## src/design/HANDOVER_end.sv

```systemverilog
`timescale 1ns/1ps
`default_nettype none
`default_nettype wire

```

## src/inc/mscfg_pkg.sv

```systemverilog
package mscfg_pkg;

	// ****************************************
	// Register offsets, reset values, masks
	// ****************************************
	localparam logic [7:0]  MISC_OFS    = 8'h14;
	localparam logic [7:0]  SGRAM_OFS   = 8'h18;
	localparam logic [31:0] MISC_RST    = 32'h0000_0000;
	localparam logic [31:0] MISC_WMASK  = 32'h1F0B_FFFF;
	localparam logic [31:0] SGRAM_RST   = 32'h0057_9D29;
	localparam logic [31:0] SGRAM_WMASK = 32'h0FFF_FFFF;
	localparam logic [2:0]  HSIZE_WORD  = 3'h2;
	localparam int          STRAP_W     = 7;

	// ****************************************
	// Miscellaneous control field positions
	// ****************************************
	localparam int MISC_INV_CLUT = 0;
	localparam int MISC_TRI_LO   = 1;
	localparam int MISC_IDWR     = 3;
	localparam int MISC_ROMWR    = 4;
	localparam int MISC_ALT_TRI  = 5;
	localparam int MISC_NO_TEX   = 6;
	localparam int MISC_PD_LO    = 7;
	localparam int MISC_BW_LO    = 12;
	localparam int MISC_BW_OFF   = 15;
	localparam int MISC_NO2D_STL = 16;
	localparam int MISC_NO3D_STL = 17;
	localparam int MISC_CMD_RST  = 19;
	localparam int MISC_STRAP_LO = 24;

	// ****************************************
	// SGRAM timing field positions
	// ****************************************
	localparam int SG_RRD_LO  = 0;
	localparam int SG_RCD_LO  = 2;
	localparam int SG_RP_LO   = 4;
	localparam int SG_RAS_LO  = 6;
	localparam int SG_RC_LO   = 10;
	localparam int SG_CAS_LO  = 14;
	localparam int SG_MRS     = 16;
	localparam int SG_DQR     = 17;
	localparam int SG_BWC     = 18;
	localparam int SG_WL      = 19;
	localparam int SG_BWL_LO  = 20;
	localparam int SG_RL      = 22;
	localparam int SG_BST     = 23;
	localparam int SG_NO_TURN = 24;
	localparam int SG_WPB     = 25;
	localparam int SG_CHIPS   = 26;
	localparam int SG_TYPE    = 27;

	// ****************************************
	// Carriers
	// ****************************************
	typedef struct packed {
		logic       inv_clut;
		logic [1:0] tri_mode;
		logic       alt_tri_map;
		logic       tex_disable;
		logic [4:0] power_down;
		logic [2:0] bw_threshold;
		logic       bw_disable;
		logic       no_2d_stall;
		logic       no_3d_stall;
		logic       cmd_stream_halt;
		logic [4:0] strap_report;
	} mscfg_misc_t;

	typedef struct packed {
		logic [2:0] row_to_row_delay;
		logic [2:0] activate_to_column_delay;
		logic [2:0] precharge_time;
		logic [4:0] min_row_active_time;
		logic [4:0] min_row_cycle_time;
		logic [2:0] column_latency;
		logic [1:0] mode_reg_cycle_time;
		logic       read_to_mask_delay;
		logic [1:0] block_write_cycle_time;
		logic [1:0] write_to_precharge;
		logic [2:0] block_write_to_precharge;
		logic [1:0] read_to_precharge;
		logic       reads_end_burst_terminate_cmd;
		logic       insert_turnaround;
		logic       write_per_bit;
		logic       two_chipsets;
		logic       dense_parts;
	} mscfg_sgram_t;

	typedef struct packed {
		logic               done;
		logic               load;
		logic [STRAP_W-1:0] val;
	} mscfg_strap_st_t;

endpackage

```

## src/design/mscfg_regs.sv

```systemverilog
// What this block does
// - Bit 0 inverts colour table addressing on host access; resets 0.
// - Bits 2:1 hold triangle iterator mode, reset zero.
// - Board vendor/system ident writes pass only while bit 3 is set.
// - Expansion ROM window writes reach the ROM only while bit 4 set.
// - Bit 5 selects the compact alternate triangle address map.
// - Bit 6 disables texture mapping.
// - Bits 11:7 power down colour table, DAC, video, graphics, memory PLL.
// - Bits 14:12 block-write threshold; bit 15 disables 2D block writes.
// - Bit 19 halts the command FIFO and resets command registers.
// - Bits 28:24 load straps at boot and stay writable for reporting.
// - Straps 0..4 feed fast PCI, BIOS size, 66 MHz, AGP, device type.
// - SGRAM timing register resets to 0x00579D29.
// - Two-bit fields give value plus one clocks for RRD, RCD, RP, CAS.
// - Row active and row cycle minimums are value plus one, 1 to 16.
// - Single-bit fields give value plus one; read-to-mask given directly.
// - Block write to precharge waits value plus one clocks, 1 to 4.
// - Bit 23 ends reads with burst terminate instead of write cut.
// - A turnaround cycle sits between read and write unless bit 24 set.
// - Bit 25 enables SGRAM per-bit write masking.
// - Bit 26 chip set count, bit 27 density; reset from straps 5, 6.
//
// Our own choice: register access over AHB-Lite.
`timescale 1ns/1ps
`default_nettype none
module mscfg_regs
	import mscfg_pkg::*;
(
	input  wire logic               hclk,
	input  wire logic               hresetn,
	input  wire logic               hsel,
	input  wire logic [31:0]        haddr,
	input  wire logic [1:0]         htrans,
	input  wire logic               hwrite,
	input  wire logic [2:0]         hsize,
	input  wire logic [31:0]        hwdata,
	input  wire logic               hready,
	output var  logic               hreadyout,
	output var  logic               hresp,
	output var  logic [31:0]        hrdata,
	input  wire logic [STRAP_W-1:0] strap_data_input,
	input  wire logic               board_ident_wr_req,
	input  wire logic               rom_wr_req,
	output var  logic               board_ident_wr_en,
	output var  logic               rom_wr_en,
	output var  mscfg_misc_t        misc_ctrl,
	output var  mscfg_sgram_t       sgram_timing
);

	// ****************************************
	// State
	// ****************************************
	typedef struct packed {
		logic        ap_write;
		logic [1:0]  ap_sel;
		logic [31:0] misc;
		logic [31:0] sgram;
		logic [31:0] rdata;
		logic        id_en;
		logic        rom_en;
	} mscfg_st_t;

	localparam logic [1:0] SEL_NONE  = 2'h0;
	localparam logic [1:0] SEL_MISC  = 2'h1;
	localparam logic [1:0] SEL_SGRAM = 2'h2;

	mscfg_st_t          st_q;
	mscfg_st_t          st_d;
	logic [STRAP_W-1:0] strap_val;
	logic               strap_load;
	logic               take;
	logic [1:0]         sel_dec;

	// ****************************************
	// Strap capture
	// ****************************************
	mscfg_strap u_strap (
		.hclk     (hclk),
		.hresetn  (hresetn),
		.strap_in (strap_data_input),
		.strap_q  (strap_val),
		.load_q   (strap_load)
	);

	// Address phase decode
	assign take = hsel && hready && htrans[1];

	always_comb begin
		sel_dec = SEL_NONE;
		if (haddr[7:0] == MISC_OFS) begin
			sel_dec = SEL_MISC;
		end else if (haddr[7:0] == SGRAM_OFS) begin
			sel_dec = SEL_SGRAM;
		end
	end

	// ****************************************
	// Next state
	// ****************************************
	always_comb begin
		st_d = st_q;
		// Data phase write, masked so reserved bits stay zero
		if (st_q.ap_write && (st_q.ap_sel == SEL_MISC)) begin
			st_d.misc = hwdata & MISC_WMASK;
		end
		if (st_q.ap_write && (st_q.ap_sel == SEL_SGRAM)) begin
			st_d.sgram = hwdata & SGRAM_WMASK;
		end
		// Boot straps land once, just after reset release
		if (strap_load) begin
			st_d.misc[MISC_STRAP_LO +: 5] = strap_val[4:0];
			st_d.sgram[SG_CHIPS]          = strap_val[5];
			st_d.sgram[SG_TYPE]           = strap_val[6];
		end
		// Address phase: latch target and prepare read data
		st_d.ap_write = 1'b0;
		st_d.ap_sel   = SEL_NONE;
		st_d.rdata    = 32'h0000_0000;
		if (take) begin
			st_d.ap_write = hwrite && (hsize == HSIZE_WORD);
			st_d.ap_sel   = sel_dec;
			if (!hwrite && (sel_dec == SEL_MISC)) begin
				st_d.rdata = st_q.misc;
			end else if (!hwrite && (sel_dec == SEL_SGRAM)) begin
				st_d.rdata = st_q.sgram;
			end
		end
		// Write gates toward the PCI config and ROM paths
		st_d.id_en  = board_ident_wr_req && st_q.misc[MISC_IDWR];
		st_d.rom_en = rom_wr_req && st_q.misc[MISC_ROMWR];
	end

	// ****************************************
	// Registers
	// ****************************************
	always_ff @(posedge hclk or negedge hresetn) begin
		if (!hresetn) begin
			st_q          <= '0;
			st_q.misc     <= MISC_RST;
			st_q.sgram    <= SGRAM_RST;
		end else begin
			st_q <= st_d;
		end
	end

	// Bus answers: zero wait, always OKAY
	assign hreadyout         = 1'b1;
	assign hresp             = 1'b0;
	assign hrdata            = st_q.rdata;
	assign board_ident_wr_en = st_q.id_en;
	assign rom_wr_en         = st_q.rom_en;

	// ****************************************
	// Control outputs
	// ****************************************
	assign misc_ctrl.inv_clut        = st_q.misc[MISC_INV_CLUT];
	assign misc_ctrl.tri_mode        = st_q.misc[MISC_TRI_LO +: 2];
	assign misc_ctrl.alt_tri_map     = st_q.misc[MISC_ALT_TRI];
	assign misc_ctrl.tex_disable     = st_q.misc[MISC_NO_TEX];
	assign misc_ctrl.power_down      = st_q.misc[MISC_PD_LO +: 5];
	assign misc_ctrl.bw_threshold    = st_q.misc[MISC_BW_LO +: 3];
	assign misc_ctrl.bw_disable      = st_q.misc[MISC_BW_OFF];
	assign misc_ctrl.no_2d_stall     = st_q.misc[MISC_NO2D_STL];
	assign misc_ctrl.no_3d_stall     = st_q.misc[MISC_NO3D_STL];
	assign misc_ctrl.cmd_stream_halt = st_q.misc[MISC_CMD_RST];
	assign misc_ctrl.strap_report    = st_q.misc[MISC_STRAP_LO +: 5];

	// ****************************************
	// SGRAM clock counts
	// ****************************************
	// Each count is the field plus one, registered one cycle later
	mscfg_plus1 #(.W(2)) u_rrd (
		.hclk(hclk), .hresetn(hresetn), .field(st_q.sgram[SG_RRD_LO +: 2]),
		.cnt_q(sgram_timing.row_to_row_delay));
	mscfg_plus1 #(.W(2)) u_rcd (
		.hclk(hclk), .hresetn(hresetn), .field(st_q.sgram[SG_RCD_LO +: 2]),
		.cnt_q(sgram_timing.activate_to_column_delay));
	mscfg_plus1 #(.W(2)) u_rp (
		.hclk(hclk), .hresetn(hresetn), .field(st_q.sgram[SG_RP_LO +: 2]),
		.cnt_q(sgram_timing.precharge_time));
	mscfg_plus1 #(.W(4)) u_ras (
		.hclk(hclk), .hresetn(hresetn), .field(st_q.sgram[SG_RAS_LO +: 4]),
		.cnt_q(sgram_timing.min_row_active_time));
	mscfg_plus1 #(.W(4)) u_rc (
		.hclk(hclk), .hresetn(hresetn), .field(st_q.sgram[SG_RC_LO +: 4]),
		.cnt_q(sgram_timing.min_row_cycle_time));
	mscfg_plus1 #(.W(2)) u_cas (
		.hclk(hclk), .hresetn(hresetn), .field(st_q.sgram[SG_CAS_LO +: 2]),
		.cnt_q(sgram_timing.column_latency));
	mscfg_plus1 #(.W(1)) u_mrs (
		.hclk(hclk), .hresetn(hresetn), .field(st_q.sgram[SG_MRS +: 1]),
		.cnt_q(sgram_timing.mode_reg_cycle_time));
	mscfg_plus1 #(.W(1)) u_bwc (
		.hclk(hclk), .hresetn(hresetn), .field(st_q.sgram[SG_BWC +: 1]),
		.cnt_q(sgram_timing.block_write_cycle_time));
	mscfg_plus1 #(.W(1)) u_wl (
		.hclk(hclk), .hresetn(hresetn), .field(st_q.sgram[SG_WL +: 1]),
		.cnt_q(sgram_timing.write_to_precharge));
	mscfg_plus1 #(.W(2)) u_bwl (
		.hclk(hclk), .hresetn(hresetn), .field(st_q.sgram[SG_BWL_LO +: 2]),
		.cnt_q(sgram_timing.block_write_to_precharge));
	mscfg_plus1 #(.W(1)) u_rl (
		.hclk(hclk), .hresetn(hresetn), .field(st_q.sgram[SG_RL +: 1]),
		.cnt_q(sgram_timing.read_to_precharge));

	// Direct SGRAM option bits
	assign sgram_timing.read_to_mask_delay            = st_q.sgram[SG_DQR];
	assign sgram_timing.reads_end_burst_terminate_cmd = st_q.sgram[SG_BST];
	assign sgram_timing.insert_turnaround             = !st_q.sgram[SG_NO_TURN];
	assign sgram_timing.write_per_bit                 = st_q.sgram[SG_WPB];
	assign sgram_timing.two_chipsets                  = st_q.sgram[SG_CHIPS];
	assign sgram_timing.dense_parts                   = st_q.sgram[SG_TYPE];
endmodule
`default_nettype wire

```

## src/design/mscfg_plus1.sv

```systemverilog
`timescale 1ns/1ps
`default_nettype none
// Registered clock count equal to a timing field plus one
module mscfg_plus1
	import mscfg_pkg::*;
#(
	parameter int W = 2
) (
	input  wire logic         hclk,
	input  wire logic         hresetn,
	input  wire logic [W-1:0] field,
	output var  logic [W:0]   cnt_q
);

	logic [W:0] cnt_d;

	// Widen before adding so the top value does not wrap
	always_comb begin
		cnt_d = {1'b0, field} + {{W{1'b0}}, 1'b1};
	end

	// Count register, one cycle behind the field
	always_ff @(posedge hclk or negedge hresetn) begin
		if (!hresetn) begin
			cnt_q <= {{W{1'b0}}, 1'b1};
		end else begin
			cnt_q <= cnt_d;
		end
	end

endmodule
`default_nettype wire

```

## src/design/mscfg_strap.sv

```systemverilog
`timescale 1ns/1ps
`default_nettype none
// Samples the strap pins once, at the first edge after reset release
module mscfg_strap
	import mscfg_pkg::*;
(
	input  wire logic               hclk,
	input  wire logic               hresetn,
	input  wire logic [STRAP_W-1:0] strap_in,
	output var  logic [STRAP_W-1:0] strap_q,
	output var  logic               load_q
);

	mscfg_strap_st_t st_q;
	mscfg_strap_st_t st_d;

	// Capture once; afterwards the value is held and load drops
	always_comb begin
		st_d      = st_q;
		st_d.load = 1'b0;
		if (!st_q.done) begin
			st_d.val  = strap_in;
			st_d.done = 1'b1;
			st_d.load = 1'b1;
		end
	end

	// Reset takes constants only; pins are read by the clocked path
	always_ff @(posedge hclk or negedge hresetn) begin
		if (!hresetn) begin
			st_q <= '0;
		end else begin
			st_q <= st_d;
		end
	end

	assign strap_q = st_q.val;
	assign load_q  = st_q.load;

endmodule
`default_nettype wire

```

## config.mk

```make
export PLATFORM = sky130hd
export DESIGN_NAME = mscfg_regs
export DESIGN_NICKNAME = d
export VERILOG_FILES = /design/src/design/HANDOVER_end.sv /design/src/inc/mscfg_pkg.sv /design/src/design/mscfg_regs.sv /design/src/design/mscfg_plus1.sv /design/src/design/mscfg_strap.sv
export SDC_FILE = /design/constraint.sdc
export NUM_CORES = 1
export LEC_CHECK = 0
export BUFFER_PORTS_ARGS = -buffer_cell sky130_fd_sc_hd__buf_2
export CAP_MARGIN = 10
export CORE_MARGIN = 2
export CORE_UTILIZATION = 25
export CTS_CLUSTER_DIAMETER = 200
export DETAILED_ROUTE_END_ITERATION = 10
export HOLD_SLACK_MARGIN = 0.05
export PLACE_DENSITY_LB_ADDON = 0.12
export SLEW_MARGIN = 40
export SYNTH_ARGS = -nofsm -noshare
export SYNTH_HDL_FRONTEND = slang
export SYNTH_SLANG_ARGS = --single-unit
```

## constraint.sdc

```tcl
create_clock -name hclk -period 1.4 [get_ports hclk]
set_input_delay 0.42 -clock hclk [delete_from_list [all_inputs] [get_ports hclk]]
set_output_delay 0.42 -clock hclk [all_outputs]
set_load 0.005 [all_outputs]
```

Word-level counts from Yosys, hierarchy flattened

Cells that the tools add are included.

Register bits after elaboration: 131
Output and inout port bits: 97
Logic and storage cells: 65

Add/sub/neg operators: 11
Equality and inequality tests: 7
Muxes and demuxes: 11
Reduce and logical (&&, ||, !) cells: 13

Operators with widths:

| cell                                                 | count |
|---|---|
| 2-to-1 mux 29 bit                                    | 3 |
| 2-to-1 mux 28 bit                                    | 2 |
| equality test 8 x 5 -> 1 bit (second input constant) | 2 |
| adder 2 x 1 -> 3 bit (second input constant)         | 5 |
| adder 4 x 1 -> 5 bit (second input constant)         | 2 |
| logical AND 1 bit                                    | 9 |
| adder 1 x 1 -> 2 bit (second input constant)         | 4 |
| 2-to-1 mux 8 bit                                     | 1 |
| 2-to-1 mux 2 bit                                     | 3 |
| 2-to-1 mux 5 bit                                     | 1 |
| equality test 2 x 1 -> 1 bit (second input constant) | 2 |
| equality test 2 bit (second input constant)          | 2 |
| nonzero test 2 bit                                   | 2 |
| equality test 3 x 2 -> 1 bit (second input constant) | 1 |
| 2-to-1 mux 3 bit                                     | 1 |
| zero test 1 bit                                      | 2 |

Logic depth before layout (Yosys ltp)

Depth after elaboration: 8
Depth in mapped cells: 5

Hierarchy

A second synthesis with hierarchy kept.

Cell total of the unflattened synthesis: 431
Area, all modules: 5223.8 um2

Modules (own cells, without submodules):

| module                  | instances | cells an instance | area an instance (um2) | sequential area each (um2) |
|---|---|---|---|---|
| mscfg_regs              | 1         | 346               | 3793.6                 | 2168.3 |
| mscfg_plus1 (u_bwl ...) | 5         | 5                 | 92.6                   | 76.3 |
| mscfg_strap             | 1         | 26                | 401.6                  | 225.2 |
| mscfg_plus1 (u_ras ...) | 2         | 11                | 172.7                  | 126.4 |
| mscfg_plus1 (u_bwc ...) | 4         | 3                 | 55.1                   | 51.3 |

Worst setup path after synthesis

Ideal clock, no wire load.

Kind: input to register
Start point: input port haddr[5]
End point: register st_q[98] in the netlist's numbering
Arrival time: 1.704 ns
Required time: 1.320 ns
Slack: -0.384 ns
Cell stages on the path: 5
Path buffers: 2
Cells stage by stage: or4b_1 > or4_1 > buf_2 > buf_6 > nor3b_2

RTL lines:

| element              | line              | RTL |
|---|---|---|
| from (decl)          | mscfg_regs.sv:32  | `input wire logic [31:0] haddr,` |
| to (signal assigned) | mscfg_regs.sv:142 | `st_q <= st_d;` |
| to (decl)            | mscfg_regs.sv:67  | `mscfg_st_t st_q;` |

==> out/metrics.yaml <==
global_route:
  gr-total-overflow: 0
  grt_pass1_vias: 3606
  antenna_found_initial: 2
  grt_max_degree: 37
  grt_usage_pct: 12.6
  grt_pass1_wl_um: 20500
yosys:
  netlist_area_mm2: 0.00513
  synth_edf_count: 0
  ys_warn_count: 0
  yosys_most_used_dff: "dfrtp_1"
  ys_ff_latch: 128
  synth.distinct_cells: 27
  async_reset_ff_share_pct: 100
  synthCells: 423
  synth_area_per_cell_um2: 12.1
  yosysSeqAreaShare_pct: 63.0
critical_path:
  rrSetupSlack_ns: 0.05
  arrival_ns: 1.85
  ff2ff_path_depth: 4
  cp-start-kind: "input pin"
  critPathRequiredTime_ns: 1.73
  end_kind: "flip-flop"
  critPathMaxFanout: 18
  crit_path_max_incr_delay_ns: 0.51
  cp_slowest_cell: "or4b_4"
  critical_path_class: "in -> reg"
  path_cells: "buf_6, or4b_4, or4_4, buf_12, nor3b_2"
die:
  fp.dieH_um: 147
  die_area_mm2: 0.0217
  start_util_pct: 25.4
  die_x_um: 147
  core_area_mm2: 0.0202
  io_pins: 180
  num_rows: 52
cts:
  ctsLongestPathBuffers: 2
  cts.sinks: 128
  path_clk_slew_ns: 0.05
  cts-buffers-inserted: 17
  insertion_delay_ns: 0.41
  cts_tree: "built"
  htreeDepth: 4
  clockRootBuffer: "clkbuf_16"
power_and_ir_drop:
  leakagePower_nw: 3.26
  comb_power_share_pct: 6.6
  powerDensity_mw_per_mm2: 1280
  swShare_pct: 22.2
  irDropWorstVdd_v: 0.000798
  seq_power_share_pct: 45.8
  internal_power_mw: 6.76
  clkPwrFrac_pct: 47.5
  power_mw: 8.69
  p_sw_mw: 1.92
route:
  first_iter_violations: 171
  wl_per_cell_um: 15.5
  finalWirelength_um: 13100
  drc_errors: 0
  wl_met1_um: 5990
  via_per_inst: 4.04
  ant_nets: 0
  met3WireLength_um: 1040
  routed.top_layer: "met5"
  firstDrtPassIters: 4
  vias: 3414
  met2_length_um: 5820
flow_run:
  max_cap_violations: 0
sta:
  hold_viol_final: 0
  rsz0062_at_grt: "true"
  finalCriticalPeriod_ns: 1.51
  drv_slew: 0
  worst_slack_ns: -0.112
  period_share_pct: 108
  clock.fmax_ghz: 0.661
  finalClockSkew_ns: 0.00446
  finalSetupViolCount: 42
worst_hold_path:
  hold_path_class: "in -> reg"
  whs_path_depth: 3
final_layout:
  syn_to_final_growth_pct: 32.0
  antenna_cells: 0
  multi_input_area_mm2: 0.00135
  fin_nets: 652
  final_area_mm2: 0.00677
  layout-drive-gt1-share_pct: 50.6
  n_fill_cell: 2117
  final_common_cell: "buf_2"
  final_cell_mix: "buf_2 (137), dfrtp_1 (104), nand2_1 (68)"
  ff_latch_area_mm2: 0.00323
outcome:
  failed_checks: "negative setup slack"
  run_status: "complete, but fails checks"
place:
  dp_hpwl_um: 8920
  globalplace.congestion: 0.689
  port_buffers: 146
  placed_area_mm2: 0.00595
synth_stat cells (3+ instances only):
cell type / instances / area, µm²
dfrtp_1: 104 / 2600
buf_4: 62 / 465
dfstp_2: 24 / 631
nand2_1: 68 / 255
nor2b_1: 5 / 31.3
ha_1: 7 / 87.6
mux2_2: 37 / 417
a21oi_1: 10 / 50.1
buf_2: 3 / 15.0
clkbuf_1: 12 / 45.0
nand3_1: 3 / 15.0
inv_1: 13 / 48.8
a22oi_1: 23 / 173
nor2_1: 30 / 113
final timing paths:
kind / startpoint / to
max: haddr[5] / st_q[98]
min: hwdata[4] / st_q[70]
max reg2reg: st_q[99] / sgram_timing[0]
min reg2reg: st_q[56] / u_rl.cnt_q[1]
max in group asynchronous: hresetn / u_bwc.cnt_q[0]
min in group asynchronous: hresetn / u_ras.cnt_q[4]
sequential cells by signal, summed over array words and instances, names as in the netlist, 5 cells and up:
signal / flops
u_strap.strap_q: 7
misc_ctrl: 22
u_rc.cnt_q: 5
hrdata: 29
u_ras.cnt_q: 5
sgram_timing: 5
st_q: 28
cell families (layout without fill, tap and decap cells):
group | Yosys count | in the layout | share of synthesized area (%)
AOI/OAI and AO/OA | 33 | 33 | 4.34
xor gates and xnor gates | 4 | 4 | 0.683
adders and majority gates | 7 | 7 | 1.71
buffers and inverters | 92 | 240 | 11.6
DFF | 128 | 128 | 63.0
muxes | 37 | 37 | 8.12
other | 2 | 6 | 0.146
and+or+nand+nor | 120 | 120 | 10.4
area by class of cell:
type	instances	area share [%]
Sequential cell	128	47.7
Multi-Input combinational cell	207	20.0
Timing Repair Buffer	195	18.5
Clock buffer	26	7.22
Tap cell	270	4.99
Clock inverter	6	0.850
Inverter	13	0.720
power groups by stage:
stage	clock network [mW]	logic, mW	registers, mW
2_1_floorplan	0	0.242	4.02
3_3_place_gp	0	0.535	4.05
3_5_place_dp	0	0.545	4.05
4_1_cts	4.25	0.575	3.98
5_1_grt	4.43	0.649	4.00
6_report	4.13	0.576	3.98
repair_timing:
action,4_1_cts,5_1_grt
pin swaps,0,1
setup buffers,11,12
gates resized for setup,11,11
hold buffers,1,0
endpoints found under the setup margin,79,75
endpoints found under the hold margin,15,0
per-layer routing:
metal  GRT usage [%]  vias up
met5               0        -
met4            4.90        2
met3            4.97       21
met2            18.9      122
met1            16.4     1678
li1                -     1591
worst max-delay path, delay by kind of cell:
family | cells | cell delay [ns]
simple gates | 3 | 1.15
buf+inv | 2 | 0.28
per-stage QoR:
stage | setup TNS, ns | hold WS (ns) | cells | util, % | worst slack, ns
3_5_place_dp | -26.96 | 0.313 | 789 | 29.5 | -0.697
2_1_floorplan | -10.22 | 0.124 | 427 | - | -0.384
5_1_grt | -2.72 | 0.201 | 845 | 33.6 | -0.136
4_1_cts | -1.06 | 0.187 | 833 | 32.9 | -0.0772
3_3_place_gp | -24.86 | 0.306 | 789 | 29.5 | -0.658
6_report | -1.58 | 0.212 | 845 | 33.6 | -0.112
Power figures use the tool's default switching activity.
